`config.mk`:
```
export PLATFORM = sky130hd
export DESIGN_NAME = vic_cfg
export DESIGN_NICKNAME = d
export VERILOG_FILES = /design/src/vic_pkg.sv /design/src/vic_fwd_if.sv /design/src/vic_fwd.sv /design/src/vic_cfg.sv
export SDC_FILE = /design/constraint.sdc
export NUM_CORES = 1
export LEC_CHECK = 0
export BUFFER_PORTS_ARGS = -buffer_cell sky130_fd_sc_hd__buf_2
export CAP_MARGIN = 40
export CORE_AREA = 2 2 99 101
export DETAILED_ROUTE_END_ITERATION = 16
export DIE_AREA = 0 0 101 103
export PLACE_DENSITY = 0.89
export SYNTH_ARGS = -nofsm -noshare
export SYNTH_HDL_FRONTEND = slang
export SYNTH_SLANG_ARGS = --single-unit
export TNS_END_PERCENT = 20
```
`constraint.sdc`:
```
create_clock -name clk -period 4.6 [get_ports clk]
set_input_delay 0.69 -clock clk [delete_from_list [all_inputs] [get_ports clk]]
set_output_delay 0.69 -clock clk [all_outputs]
set_load 0.005 [all_outputs]
```
`src/vic_pkg.sv`:
```
// constants and helpers for the oscillator indirect port and modulator config
package vic_pkg;
  localparam logic [4:0]  OFS_IND     = 5'h05;
  localparam logic [4:0]  OFS_CFG     = 5'h06;
  localparam logic [15:0] IND_RESET   = 16'h0000;
  localparam logic [22:0] CFG_RESET   = 23'h200b4a;
  localparam int          IND_W       = 16;
  localparam int          CFG_W       = 23;
  localparam int          ID_LSB      = 0;
  localparam int          ADDR_LSB    = 3;
  localparam int          DATA_LSB    = 7;
  localparam int          SEED_LSB    = 0;
  localparam int          ORDER_LSB   = 2;
  localparam int          BYPASS_BIT  = 7;
  localparam int          RELOAD_BIT  = 8;
  localparam int          CLKSRC_BIT  = 9;
  localparam int          OVR_BIT     = 10;
  localparam int          CORE_BIT    = 11;
  localparam int          CHK_BIT     = 18;
  localparam int          LEN_LSB     = 19;
  localparam int          AUTO_BIT    = 21;
  localparam logic [23:0] SEED_LSB_V  = 24'h000001;
  localparam logic [23:0] SEED_C2     = 24'hb29d08;
  localparam logic [23:0] SEED_C3     = 24'h50f1cd;
  localparam logic [11:0] CHK_LEN0    = 12'h408;
  localparam logic [11:0] CHK_LEN1    = 12'h7ff;
  localparam logic [11:0] CHK_LEN2    = 12'hbff;
  localparam logic [11:0] CHK_LEN3    = 12'hfff;
  localparam logic [4:0]  FWD_LAST    = 5'h0f;

  function automatic logic [23:0] seed_fn(input logic [1:0] code);
    unique case (code)
      2'h0:    seed_fn = 24'h000000;
      2'h1:    seed_fn = SEED_LSB_V;
      2'h2:    seed_fn = SEED_C2;
      default: seed_fn = SEED_C3;
    endcase
  endfunction

  function automatic logic [11:0] chk_len(input logic [1:0] code);
    unique case (code)
      2'h0:    chk_len = CHK_LEN0;
      2'h1:    chk_len = CHK_LEN1;
      2'h2:    chk_len = CHK_LEN2;
      default: chk_len = CHK_LEN3;
    endcase
  endfunction
endpackage

```
`src/vic_fwd_if.sv`:
```
// handoff between register bank and serial forwarder
interface vic_fwd_if;
  logic        start;
  logic [15:0] word;
  logic        busy;
  modport bank (output start, output word, input busy);
  modport fwd  (input start, input word, output busy);
endinterface

```
`src/vic_fwd.sv`:
```
// serial forwarder to the oscillator subsystem
module vic_fwd (
  input  wire logic clk,
  input  wire logic rstn,
  input  wire logic ce,
  vic_fwd_if.fwd    f,
  output logic      sclk,
  output logic      sdata,
  output logic      load
);
  typedef enum logic [1:0] {F_IDLE, F_SHIFT, F_LOAD} vic_fst_e;
  vic_fst_e    st_reg;
  logic [15:0] sh_reg;
  logic [4:0]  cnt_reg;
  logic        ph_reg;
  logic        busy_reg;
  wire         last_bit = (cnt_reg == vic_pkg::FWD_LAST);

  assign f.busy = busy_reg;

  always_ff @(posedge clk or negedge rstn) begin
    if (!rstn) begin
      st_reg   <= F_IDLE;
      sh_reg   <= 16'h0000;
      cnt_reg  <= 5'h00;
      ph_reg   <= 1'b0;
      busy_reg <= 1'b0;
      sclk     <= 1'b0;
      sdata    <= 1'b0;
      load     <= 1'b0;
    end else if (ce) begin
      load <= 1'b0;
      unique case (st_reg)
        F_IDLE: begin
          if (f.start) begin
            sh_reg   <= f.word;
            sdata    <= f.word[0];
            cnt_reg  <= 5'h00;
            ph_reg   <= 1'b0;
            busy_reg <= 1'b1;
            st_reg   <= F_SHIFT;
          end
        end
        F_SHIFT: begin
          ph_reg <= ~ph_reg;
          sclk   <= ~ph_reg;
          if (ph_reg) begin
            sh_reg  <= {1'b0, sh_reg[15:1]};
            sdata   <= sh_reg[1];
            cnt_reg <= cnt_reg + 5'h01;
            if (last_bit) st_reg <= F_LOAD;
          end
        end
        F_LOAD: begin
          load     <= 1'b1;
          busy_reg <= 1'b0;
          st_reg   <= F_IDLE;
        end
      endcase
    end
  end

  localparam logic [5:0] FWD_SPAN = 6'({vic_pkg::FWD_LAST, 1'b0} + 6'h02);
  logic [5:0] span_reg;

  always_ff @(posedge clk or negedge rstn) begin
    if (!rstn) span_reg <= 6'h00;
    else if (ce) span_reg <= (st_reg == F_SHIFT) ? span_reg + 6'h01 : 6'h00;
  end
endmodule // vic_fwd

```
`src/vic_cfg.sv`:
```
// indirect oscillator port and modulator configuration register bank
// Function
// - indirect port: 3-bit id, 4-bit index, 9-bit data; all reset zero.
// - software writes to the port are forwarded serially without further command; writes made while a frame is pending go out as one frame with the last word.
// - port read returns the last word written to the port, sent or still pending; subsystem registers are not readable.
// - tuning controller rewrites only the data field; software keeps index zero.
// - seed code picks zero, lsb, or one of two 24-bit constants.
// - order field selects first, second order, mode B or mode A.
// - bypass ignores modulator output; modulator still clocked while core enabled.
// - clock source bit picks VCO clock; ignored if override or auto set.
// - core enable turns fractional core off or on.
// - core enable chooses integer or fraction word write to start tuning.
// - self check bit starts the self test; clear leaves it inactive.
// - check length code gives 1032, 2047, 3071 or 4095 cycles.
module vic_cfg (
  input  wire logic        clk,
  input  wire logic        rstn,
  input  wire logic        ce,
  input  wire logic        reg_wr,
  input  wire logic        reg_rd,
  input  wire logic [4:0]  reg_addr,
  input  wire logic [23:0] reg_wdata,
  output logic      [23:0] reg_rdata,
  input  wire logic        int_word_wr,
  input  wire logic        frac_word_wr,
  input  wire logic        cal_data_wr,
  input  wire logic [8:0]  cal_data,
  output logic             vsub_sclk,
  output logic             vsub_sdata,
  output logic             vsub_load,
  output logic             fwd_busy,
  output logic      [1:0]  mod_order,
  output logic             mod_out_used,
  output logic             mod_clock_run,
  output logic             mod_clk_vco_sel,
  output logic             mod_clk_auto,
  output logic             core_on,
  output logic             cal_start,
  output logic             seed_load,
  output logic      [23:0] seed_value,
  output logic             check_busy,
  output logic             check_done
);
  logic [15:0] ind_reg;
  logic [22:0] cfg_reg;
  logic        pend_reg;
  logic        start_reg;
  logic        chk_prev_reg;
  logic [11:0] chk_cnt_reg;

  vic_fwd_if fi ();

  wire        wr_ind   = reg_wr && (reg_addr == vic_pkg::OFS_IND);
  wire        wr_cfg   = reg_wr && (reg_addr == vic_pkg::OFS_CFG);
  wire        cal_upd  = cal_data_wr && !wr_ind;
  wire [15:0] ind_next = wr_ind  ? reg_wdata[15:0] :
                         cal_upd ? {cal_data, ind_reg[vic_pkg::DATA_LSB-1:0]} : ind_reg;
  wire [22:0] cfg_next = wr_cfg ? reg_wdata[22:0] : cfg_reg;
  wire        core_n   = cfg_next[vic_pkg::CORE_BIT];
  wire        auto_n   = cfg_next[vic_pkg::OVR_BIT] | cfg_next[vic_pkg::AUTO_BIT];
  wire        reload   = cfg_reg[vic_pkg::RELOAD_BIT];
  wire [1:0]  seed_cd  = cfg_reg[vic_pkg::SEED_LSB+1:vic_pkg::SEED_LSB];
  wire [1:0]  len_cd   = cfg_reg[vic_pkg::LEN_LSB+1:vic_pkg::LEN_LSB];
  wire        chk_on   = cfg_reg[vic_pkg::CHK_BIT];
  wire        chk_rise = chk_on && !chk_prev_reg;
  wire        do_start = pend_reg && !fi.busy && !start_reg;
  wire        ld_seed  = frac_word_wr && reload;
  wire        cal_go   = core_on ? frac_word_wr : int_word_wr;
  wire [23:0] rd_mux   = (reg_addr == vic_pkg::OFS_IND) ? {8'h00, ind_reg} :
                         (reg_addr == vic_pkg::OFS_CFG) ? {1'b0, cfg_reg} : 24'h000000;

  assign fi.start = start_reg;
  assign fi.word  = ind_reg;
  assign fwd_busy = fi.busy;

  vic_fwd u_fwd (
    .clk   (clk),
    .rstn  (rstn),
    .ce    (ce),
    .f     (fi),
    .sclk  (vsub_sclk),
    .sdata (vsub_sdata),
    .load  (vsub_load)
  );

  always_ff @(posedge clk or negedge rstn) begin
    if (!rstn) ind_reg <= vic_pkg::IND_RESET;
    else if (ce) ind_reg <= ind_next;
  end

  always_ff @(posedge clk or negedge rstn) begin
    if (!rstn) begin
      pend_reg  <= 1'b0;
      start_reg <= 1'b0;
    end else if (ce) begin
      pend_reg  <= wr_ind || cal_upd || (pend_reg && !start_reg);
      start_reg <= do_start;
    end
  end

  always_ff @(posedge clk or negedge rstn) begin
    if (!rstn) begin
      cfg_reg         <= vic_pkg::CFG_RESET;
      mod_order       <= vic_pkg::CFG_RESET[vic_pkg::ORDER_LSB+1:vic_pkg::ORDER_LSB];
      mod_out_used    <= 1'b1;
      mod_clock_run   <= 1'b1;
      mod_clk_vco_sel <= 1'b1;
      mod_clk_auto    <= 1'b1;
      core_on         <= 1'b1;
    end else if (ce) begin
      cfg_reg         <= cfg_next;
      mod_order       <= cfg_next[vic_pkg::ORDER_LSB+1:vic_pkg::ORDER_LSB];
      mod_out_used    <= !cfg_next[vic_pkg::BYPASS_BIT] && core_n;
      mod_clock_run   <= core_n;
      mod_clk_vco_sel <= cfg_next[vic_pkg::CLKSRC_BIT] || auto_n;
      mod_clk_auto    <= auto_n;
      core_on         <= core_n;
    end
  end

  always_ff @(posedge clk or negedge rstn) begin
    if (!rstn) reg_rdata <= 24'h000000;
    else if (ce && reg_rd) reg_rdata <= rd_mux;
  end

  always_ff @(posedge clk or negedge rstn) begin
    if (!rstn) begin
      seed_load  <= 1'b0;
      seed_value <= 24'h000000;
      cal_start  <= 1'b0;
    end else if (ce) begin
      seed_load <= ld_seed;
      cal_start <= cal_go;
      if (ld_seed) seed_value <= vic_pkg::seed_fn(seed_cd);
    end
  end

  always_ff @(posedge clk or negedge rstn) begin
    if (!rstn) begin
      chk_prev_reg <= 1'b0;
      chk_cnt_reg  <= 12'h000;
      check_busy   <= 1'b0;
      check_done   <= 1'b0;
    end else if (ce) begin
      chk_prev_reg <= chk_on;
      check_done   <= check_busy && chk_on && (chk_cnt_reg == 12'h000);
      if (!chk_on) check_busy <= 1'b0;
      else if (chk_rise) begin
        check_busy  <= 1'b1;
        chk_cnt_reg <= vic_pkg::chk_len(len_cd) - 12'h001;
      end else if (check_busy) begin
        if (chk_cnt_reg == 12'h000) check_busy <= 1'b0;
        else chk_cnt_reg <= chk_cnt_reg - 12'h001;
      end
    end
  end
endmodule // vic_cfg

```
==> impl_metrics.env, run 1 <==
export IMPL_wl_microns=11900
export IMPL_first_global_vias=4030
export IMPL_power_switching_share_pct=28.6
export IMPL_yosysWarnings=0
export IMPL_ctsResizeCount=0
export IMPL_syn_to_final_growth_pct=19.2
export IMPL_fillers=684
export IMPL_pwr_share_comb_pct=19.7
export IMPL_place_inst=663
export IMPL_synth_area_sq_um=5370
export IMPL_ys_seq_elements=115
export IMPL_cts_buffers=17
export IMPL_rsz0062_at_grt="false"
export IMPL_slew_violations=0
export IMPL_p_sw_uw=948
export IMPL_synth_cells=483
export IMPL_pin_count=109
export IMPL_rows=36
export IMPL_cp_max_fo=11
export IMPL_routed_via_density=5.74
export IMPL_clkPwrFrac_pct=38.6
export IMPL_worstSetupStartpoint="chk_prev_reg"
export IMPL_required_ns=4.99
export IMPL_cp_slowest_cell="or4b_1"
export IMPL_dr_pass1_iters=8
export IMPL_clock_sinks=115
export IMPL_via_count=3989
export IMPL_hold_path_class="in2async"
export IMPL_grt_max_degree=51
export IMPL_r2r_start="chk_prev_reg"
export IMPL_dpl_cell_area_sq_um=5810
export IMPL_whs_ns=0.159
export IMPL_coreArea_sq_um=9460
export IMPL_yosysSeqAreaShare_pct=53.9
export IMPL_fmaxAchievable_mhz=360
export IMPL_max_clock_path_buffers=2
export IMPL_port_buffers=99
export IMPL_critPathLaunchType="register"
export IMPL_avgSynthCellArea_sq_um=11.1
export IMPL_dieArea_sq_um=10400
export IMPL_async_flop_share_pct=100
export IMPL_critPathKind="reg2reg"
export IMPL_fp_dieW_microns=101
export IMPL_drtAntennaViolNets=0
export IMPL_die_h_microns=103
export IMPL_final_cell_mix="dfrtp_1 (105), buf_2 (98), nand2_1 (45)"
export IMPL_drive_gt1_share_pct=32.5
export IMPL_maxCapViolations=0
export IMPL_fin_util_pct=67.6
export IMPL_place_congestion=0.792
export IMPL_slew_headroom_pct=41.3
export IMPL_fin_tns_setup_ns=0
export IMPL_cts_max_level=4
export IMPL_fin_area_sq_um=6400
export IMPL_post_cts_setup_buffers=0
export IMPL_arrival_ns=3.17
export IMPL_clk_pin_slew_ns=0.06
export IMPL_grt_total_usage_pct=24.3
export IMPL_cp_cell_sequence="nand2b_1 > or3_1 > o21ai_0 > ha_1 > or4b_1 > o21ai_1 > nor2_1 > a2111oi_1"
export IMPL_finalCritPeriodShare_pct=60.4
export IMPL_period_needed_ns=2.78
export IMPL_antenna_found_initial=0
export IMPL_num_antenna_cells=0
export IMPL_ys_flop_type="dfrtp_1"
export IMPL_grt_pass1_wl_microns=19300
export IMPL_worst_slew_pin_transition_ns=0.875
export IMPL_drt_initial_drc_count=322
export IMPL_layout_commonest_cell="dfrtp_1"
export IMPL_yosysUniqueCellTypes=50
export IMPL_clkLatencyLatePin_ns=0.51
export IMPL_intPower_uw=2370
export IMPL_final_instance_count_excl_fill=695
export IMPL_endpoint_kind="register"
export IMPL_p_leak_uw=0.00330
export IMPL_wl_per_cell_microns=17.1
export IMPL_cts_hold_buf=0
export IMPL_drcViolationCount=0
export IMPL_final_hold_violation_count=0
export IMPL_cts_tree="yes"
export IMPL_setup_viol=0
export IMPL_synth_edf_count=0
export IMPL_largest_reg_flops=23
export IMPL_nets=620
export IMPL_root_buffer="clkbuf_8"
export IMPL_ir_worst_vdd_mv=0.251
export IMPL_outcome="finished clean"
export IMPL_multi_input_area_sq_um=2070
export IMPL_hpwl_microns=7940
export IMPL_critical_path_max_stage_delay_ns=0.51
export IMPL_start_util_pct=56.7
export IMPL_overflow=0
export IMPL_power_density_nw_per_um2=518
export IMPL_regArea_sq_um=2890
export IMPL_skew_ns=0.00948
export IMPL_sequentialPowerShare_pct=41.7
## worst max-delay path, delay by kind of cell (launching register included)
kind	cells	cell delay (ns)
AOI/OAI and AO/OA	3	0.65
DFF	1	0.39
adders and majority gates	1	0.26
and+or+nand+nor	4	1.35
## cell usage after synthesis (all sizes together), types with 2 or more instances
library cell | number | share of area, %
a21oi | 16 | 1.5
nand2 | 46 | 3.4
or4b | 2 | 0.44
buf | 35 | 4.8
nand4 | 2 | 0.23
nand3b | 2 | 0.28
nand3 | 6 | 0.56
inv | 35 | 2.4
mux2 | 35 | 7.3
clkbuf | 12 | 0.84
or3 | 3 | 0.35
nor2 | 26 | 1.8
dfrtp | 105 | 49
o22ai | 3 | 0.35
nor3b | 5 | 1.1
ha | 6 | 1.4
nand2b | 5 | 0.58
a22o | 11 | 1.8
o21ai | 34 | 3.2
o21ba | 2 | 0.37
o22a | 7 | 1.1
nor4 | 2 | 0.51
a21boi | 2 | 0.42
mux2i | 22 | 4.1
a222oi | 16 | 3.0
a31oi | 14 | 1.6
nor3 | 5 | 0.56
dfstp | 10 | 4.9
## power groups by stage
stage	registers (uW)	logic, uW	clock network (uW)
after CTS	1380	655	1290
after floorplan	1350	507	0
after global placement	1370	606	0
after global routing	1410	734	1340
after detailed placement	1390	642	0
final	1380	654	1280
## worst paths after layout
kind / endpoint / slack (ns) / depth (start not counted)
setup / recovery: chk_cnt_reg[10] / 1.82 / 8
hold / removal: fi.word[9] / 0.16 / 1
setup reg to reg: chk_cnt_reg[10] / 1.82 / 8
hold reg to reg: mod_clk_auto / 0.47 / 2
max in group asynchronous: check_done / 3.70 / 2
min in group clk: cfg_reg[22] / 0.41 / 2
## layout make-up
cell class	instances	area share [%]
clock inverters	4	1.10
well taps	114	2.23
multi-input cells	293	32.3
inverters	35	2.05
flip-flops and latches	115	45.2
repair buffers	106	9.04
clock buffers	28	8.06
## layer usage
layer	global-route usage, %	part of all wire, %	vias to the layer above
met3	5.69	5.1	40
met1	31.3	42	1928
met2	39.1	50	147
met4	11.7	2.5	0
met5	0	0	-
li1	-	-	1874
## cell families after synthesis
| family | share of synthesized area, % |
|---|---|
| xor+xnor | 0.163 |
| fa+ha+maj | 1.40 |
| mux | 11.4 |
| buf+inv | 8.07 |
| compound gates | 14.3 |
| flops | 53.9 |
| simple gates | 10.7 |
| other cells | 0.0699 |
## stage by stage
stage          power, uW  setup WS (ns)
5_1_grt             3480           1.62
3_5_place_dp        2030           1.83
2_1_floorplan       1850           2.35
3_3_place_gp        1980           1.86
6_report            3310           1.82
4_1_cts             3320           1.82
No activity file was read; power rests on OpenSTA's default activity.
==> inputs of run 2 (changes only) <==
- ABC_AREA: unset -> 1
- CORE_AREA: 2 2 99 101 -> 2 2 109 111
- DIE_AREA: 0 0 101 103 -> 0 0 111 113
- PLACE_DENSITY: 0.89 -> 0.82
- clock period: 4.6 -> 2.26 ns (I/O delays scaled with it)
==> impl_metrics.env, run 2 <==
export IMPL_outcome="finished, violations left"
export IMPL_violations="hold timing"
export IMPL_endpoint_kind="register"
export IMPL_drive_gt1_share_pct=23.3
export IMPL_maxCapViolations=0
export IMPL_place_congestion=0.892
export IMPL_final_cell_mix="nand2_1 (199), dfrtp_1 (105), buf_2 (98)"
export IMPL_cts_max_level=4
export IMPL_grt_pass1_wl_microns=22200
export IMPL_yosysTopAreaCell="dfrtp_1"
export IMPL_cpLargestDelayFamily="buffers and inverters"
export IMPL_skew_ns=0.00654
export IMPL_num_antenna_cells=0
export IMPL_critPathBufInv=4
export IMPL_start_util_pct=49.8
export IMPL_dieArea_sq_um=12500
export IMPL_cp_cell_sequence="inv_1 > nor2_2 > nand2_1 > inv_1 > a21oi_1 > ha_1 > inv_1 > nor2_1 > buf_4 > xor2_1 > nand2_1 > o21ai_0"
export IMPL_async_flop_share_pct=100
export IMPL_yosysMostFrequentCell="nand2_1"
export IMPL_dr_pass1_iters=5
export IMPL_hold_path_class="in2async"
export IMPL_wl_microns=13400
export IMPL_critPathLaunchType="register"
export IMPL_largest_reg_flops=23
export IMPL_nets=813
export IMPL_fin_tns_setup_ns=0
export IMPL_yosys_top_cells_count="nand2_1 (199), dfrtp_1 (105), inv_1 (63)"
export IMPL_p_total_uw=7610
export IMPL_critical_path_max_stage_delay_ns=0.38
export IMPL_ctsResizeCount=0
export IMPL_root_buffer="clkbuf_16"
export IMPL_hpwl_microns=9000
export IMPL_ys_seq_elements=115
export IMPL_synth_cells=671
export IMPL_period_needed_ns=1.83
export IMPL_antenna_found_initial=0
export IMPL_whs_ns=-0.0331
export IMPL_max_clock_path_buffers=2
export IMPL_post_cts_setup_buffers=0
export IMPL_drtAntennaViolNets=0
export IMPL_finalCritPeriodShare_pct=81.0
export IMPL_overflow=0
export IMPL_worst_slew_pin_transition_ns=0.628
export IMPL_required_ns=2.58
export IMPL_clk_pin_slew_ns=0.06
export IMPL_power_density_nw_per_um2=1130
export IMPL_final_instance_count_excl_fill=917
export IMPL_clock_sinks=115
export IMPL_ys_flop_type="dfrtp_1"
export IMPL_routed_via_density=5.29
export IMPL_ir_worst_vdd_mv=0.570
export IMPL_wl_per_cell_microns=14.6
export IMPL_yosysUniqueCellTypes=36
export IMPL_syn_to_final_growth_pct=20.1
export IMPL_rows=39
export IMPL_drt_initial_drc_count=317
export IMPL_coreArea_sq_um=11300
export IMPL_fmaxAchievable_mhz=547
export IMPL_synthTopCellsByArea="dfrtp_1 (47%), nand2_1 (13%), dfstp_2 (4.7%)"
export IMPL_die_h_microns=113
export IMPL_avgSynthCellArea_sq_um=8.36
export IMPL_via_count=4847
export IMPL_cp_slowest_cell="dfrtp_1"
export IMPL_slew_violations=0
export IMPL_synth_edf_count=0
export IMPL_synth_area_sq_um=5610
export IMPL_slew_headroom_pct=58.1
export IMPL_place_inst=885
export IMPL_grt_max_degree=116
export IMPL_cp_max_fo=7
export IMPL_crit_top_cell="inv_1"
export IMPL_port_buffers=99
export IMPL_setup_viol=0
export IMPL_first_global_vias=4689
export IMPL_yosysSeqAreaShare_pct=51.5
export IMPL_cts_tree="yes"
export IMPL_fp_dieW_microns=111
export IMPL_arrival_ns=2.15
export IMPL_clkLatencyLatePin_ns=0.41
export IMPL_layout_commonest_cell="nand2_1"
export IMPL_yosysWarnings=0
export IMPL_grt_total_usage_pct=22.0
export IMPL_p_leak_uw=0.00347
export IMPL_critPathKind="reg2reg"
export IMPL_pin_count=109
export IMPL_rsz0062_at_grt="false"
export IMPL_cts_hold_buf=0
export IMPL_synth_top_cell_area_share_pct=46.8
export IMPL_cts_buffers=17
export IMPL_drcViolationCount=0
export IMPL_final_hold_violation_count=14
## run 2: cell types whose count changed after synthesis, sizes merged, moves of 16 or more
cell    before  now
o21ai       34   68
a222oi      16    0
inv         35   67
mux2i       22    1
nand2       46  204
nand3        6   44
mux2        35    0
nor2        26   48
## run 2: path summary, 6_finish.rpt
kind / cells after the start / slack [ns] / end / startpoint
worst max-delay path: 12 / 0.43 / chk_cnt_reg[4] / cfg_reg[18]
worst min register to register: 2 / 0.47 / u_fwd.load / u_fwd.load
worst max register to register: 12 / 0.43 / chk_cnt_reg[4] / cfg_reg[18]
min in group clk: 3 / 0.15 / cfg_reg[6] / reg_wdata[6]
worst min-delay path: 2 / -0.03 / cfg_reg[5] / rstn
max in group asynchronous: 2 / 1.78 / fi.word[7] / rstn
## run 2: routing by layer
layer | vias to the layer above | routed length (microns) | track usage [%]
met5 | - | 0 | 0
met4 | 0 | 256 | 7.75
met3 | 22 | 891 | 5.57
met2 | 184 | 6690 | 36.9
met1 | 2316 | 5570 | 28.0
li1 | 2325 | - | -
## run 2: per-stage QoR
step           hold WS, ns  area [sq um]  util (%)  setup slack, ns
6_report           -0.0331          6740      59.8            0.430
4_1_cts             0.0454          6740      59.8            0.426
2_1_floorplan       0.0434          5640         -            0.268
3_5_place_dp         0.461          6100      54.1            0.478
5_1_grt             0.0444          6740      59.8            0.203
3_3_place_gp         0.454          6100      54.1            0.512
## run 2: cell families after synthesis
family,synth area share [%]
adder cells (fa/ha/maj),1.34
buffers and inverters,10.5
XOR/XNOR,0.624
AND/OR/NAND/NOR,23.1
flip-flops,51.5
AO/OA/AOI/OAI,12.6
other,0.0668
multiplexers,0.178
## run 2: report_power, final
group          leakage, uW  switching [uW]  internal [uW]
Combinational      0.00175            1150            690
Clock             0.000306             947           1900
Sequential         0.00141             327           2590
Total              0.00347            2430           5190
## run 2: cell type report
type                            count  area [sq um]
Tap cell                          143           179
Clock buffer                       20           457
Multi-Input combinational cell    446          2160
Sequential cell                   115          2890
Clock inverter                     12           180
Inverter                           67           251
Fill cell                         946          4540
Timing Repair Buffer              114           623
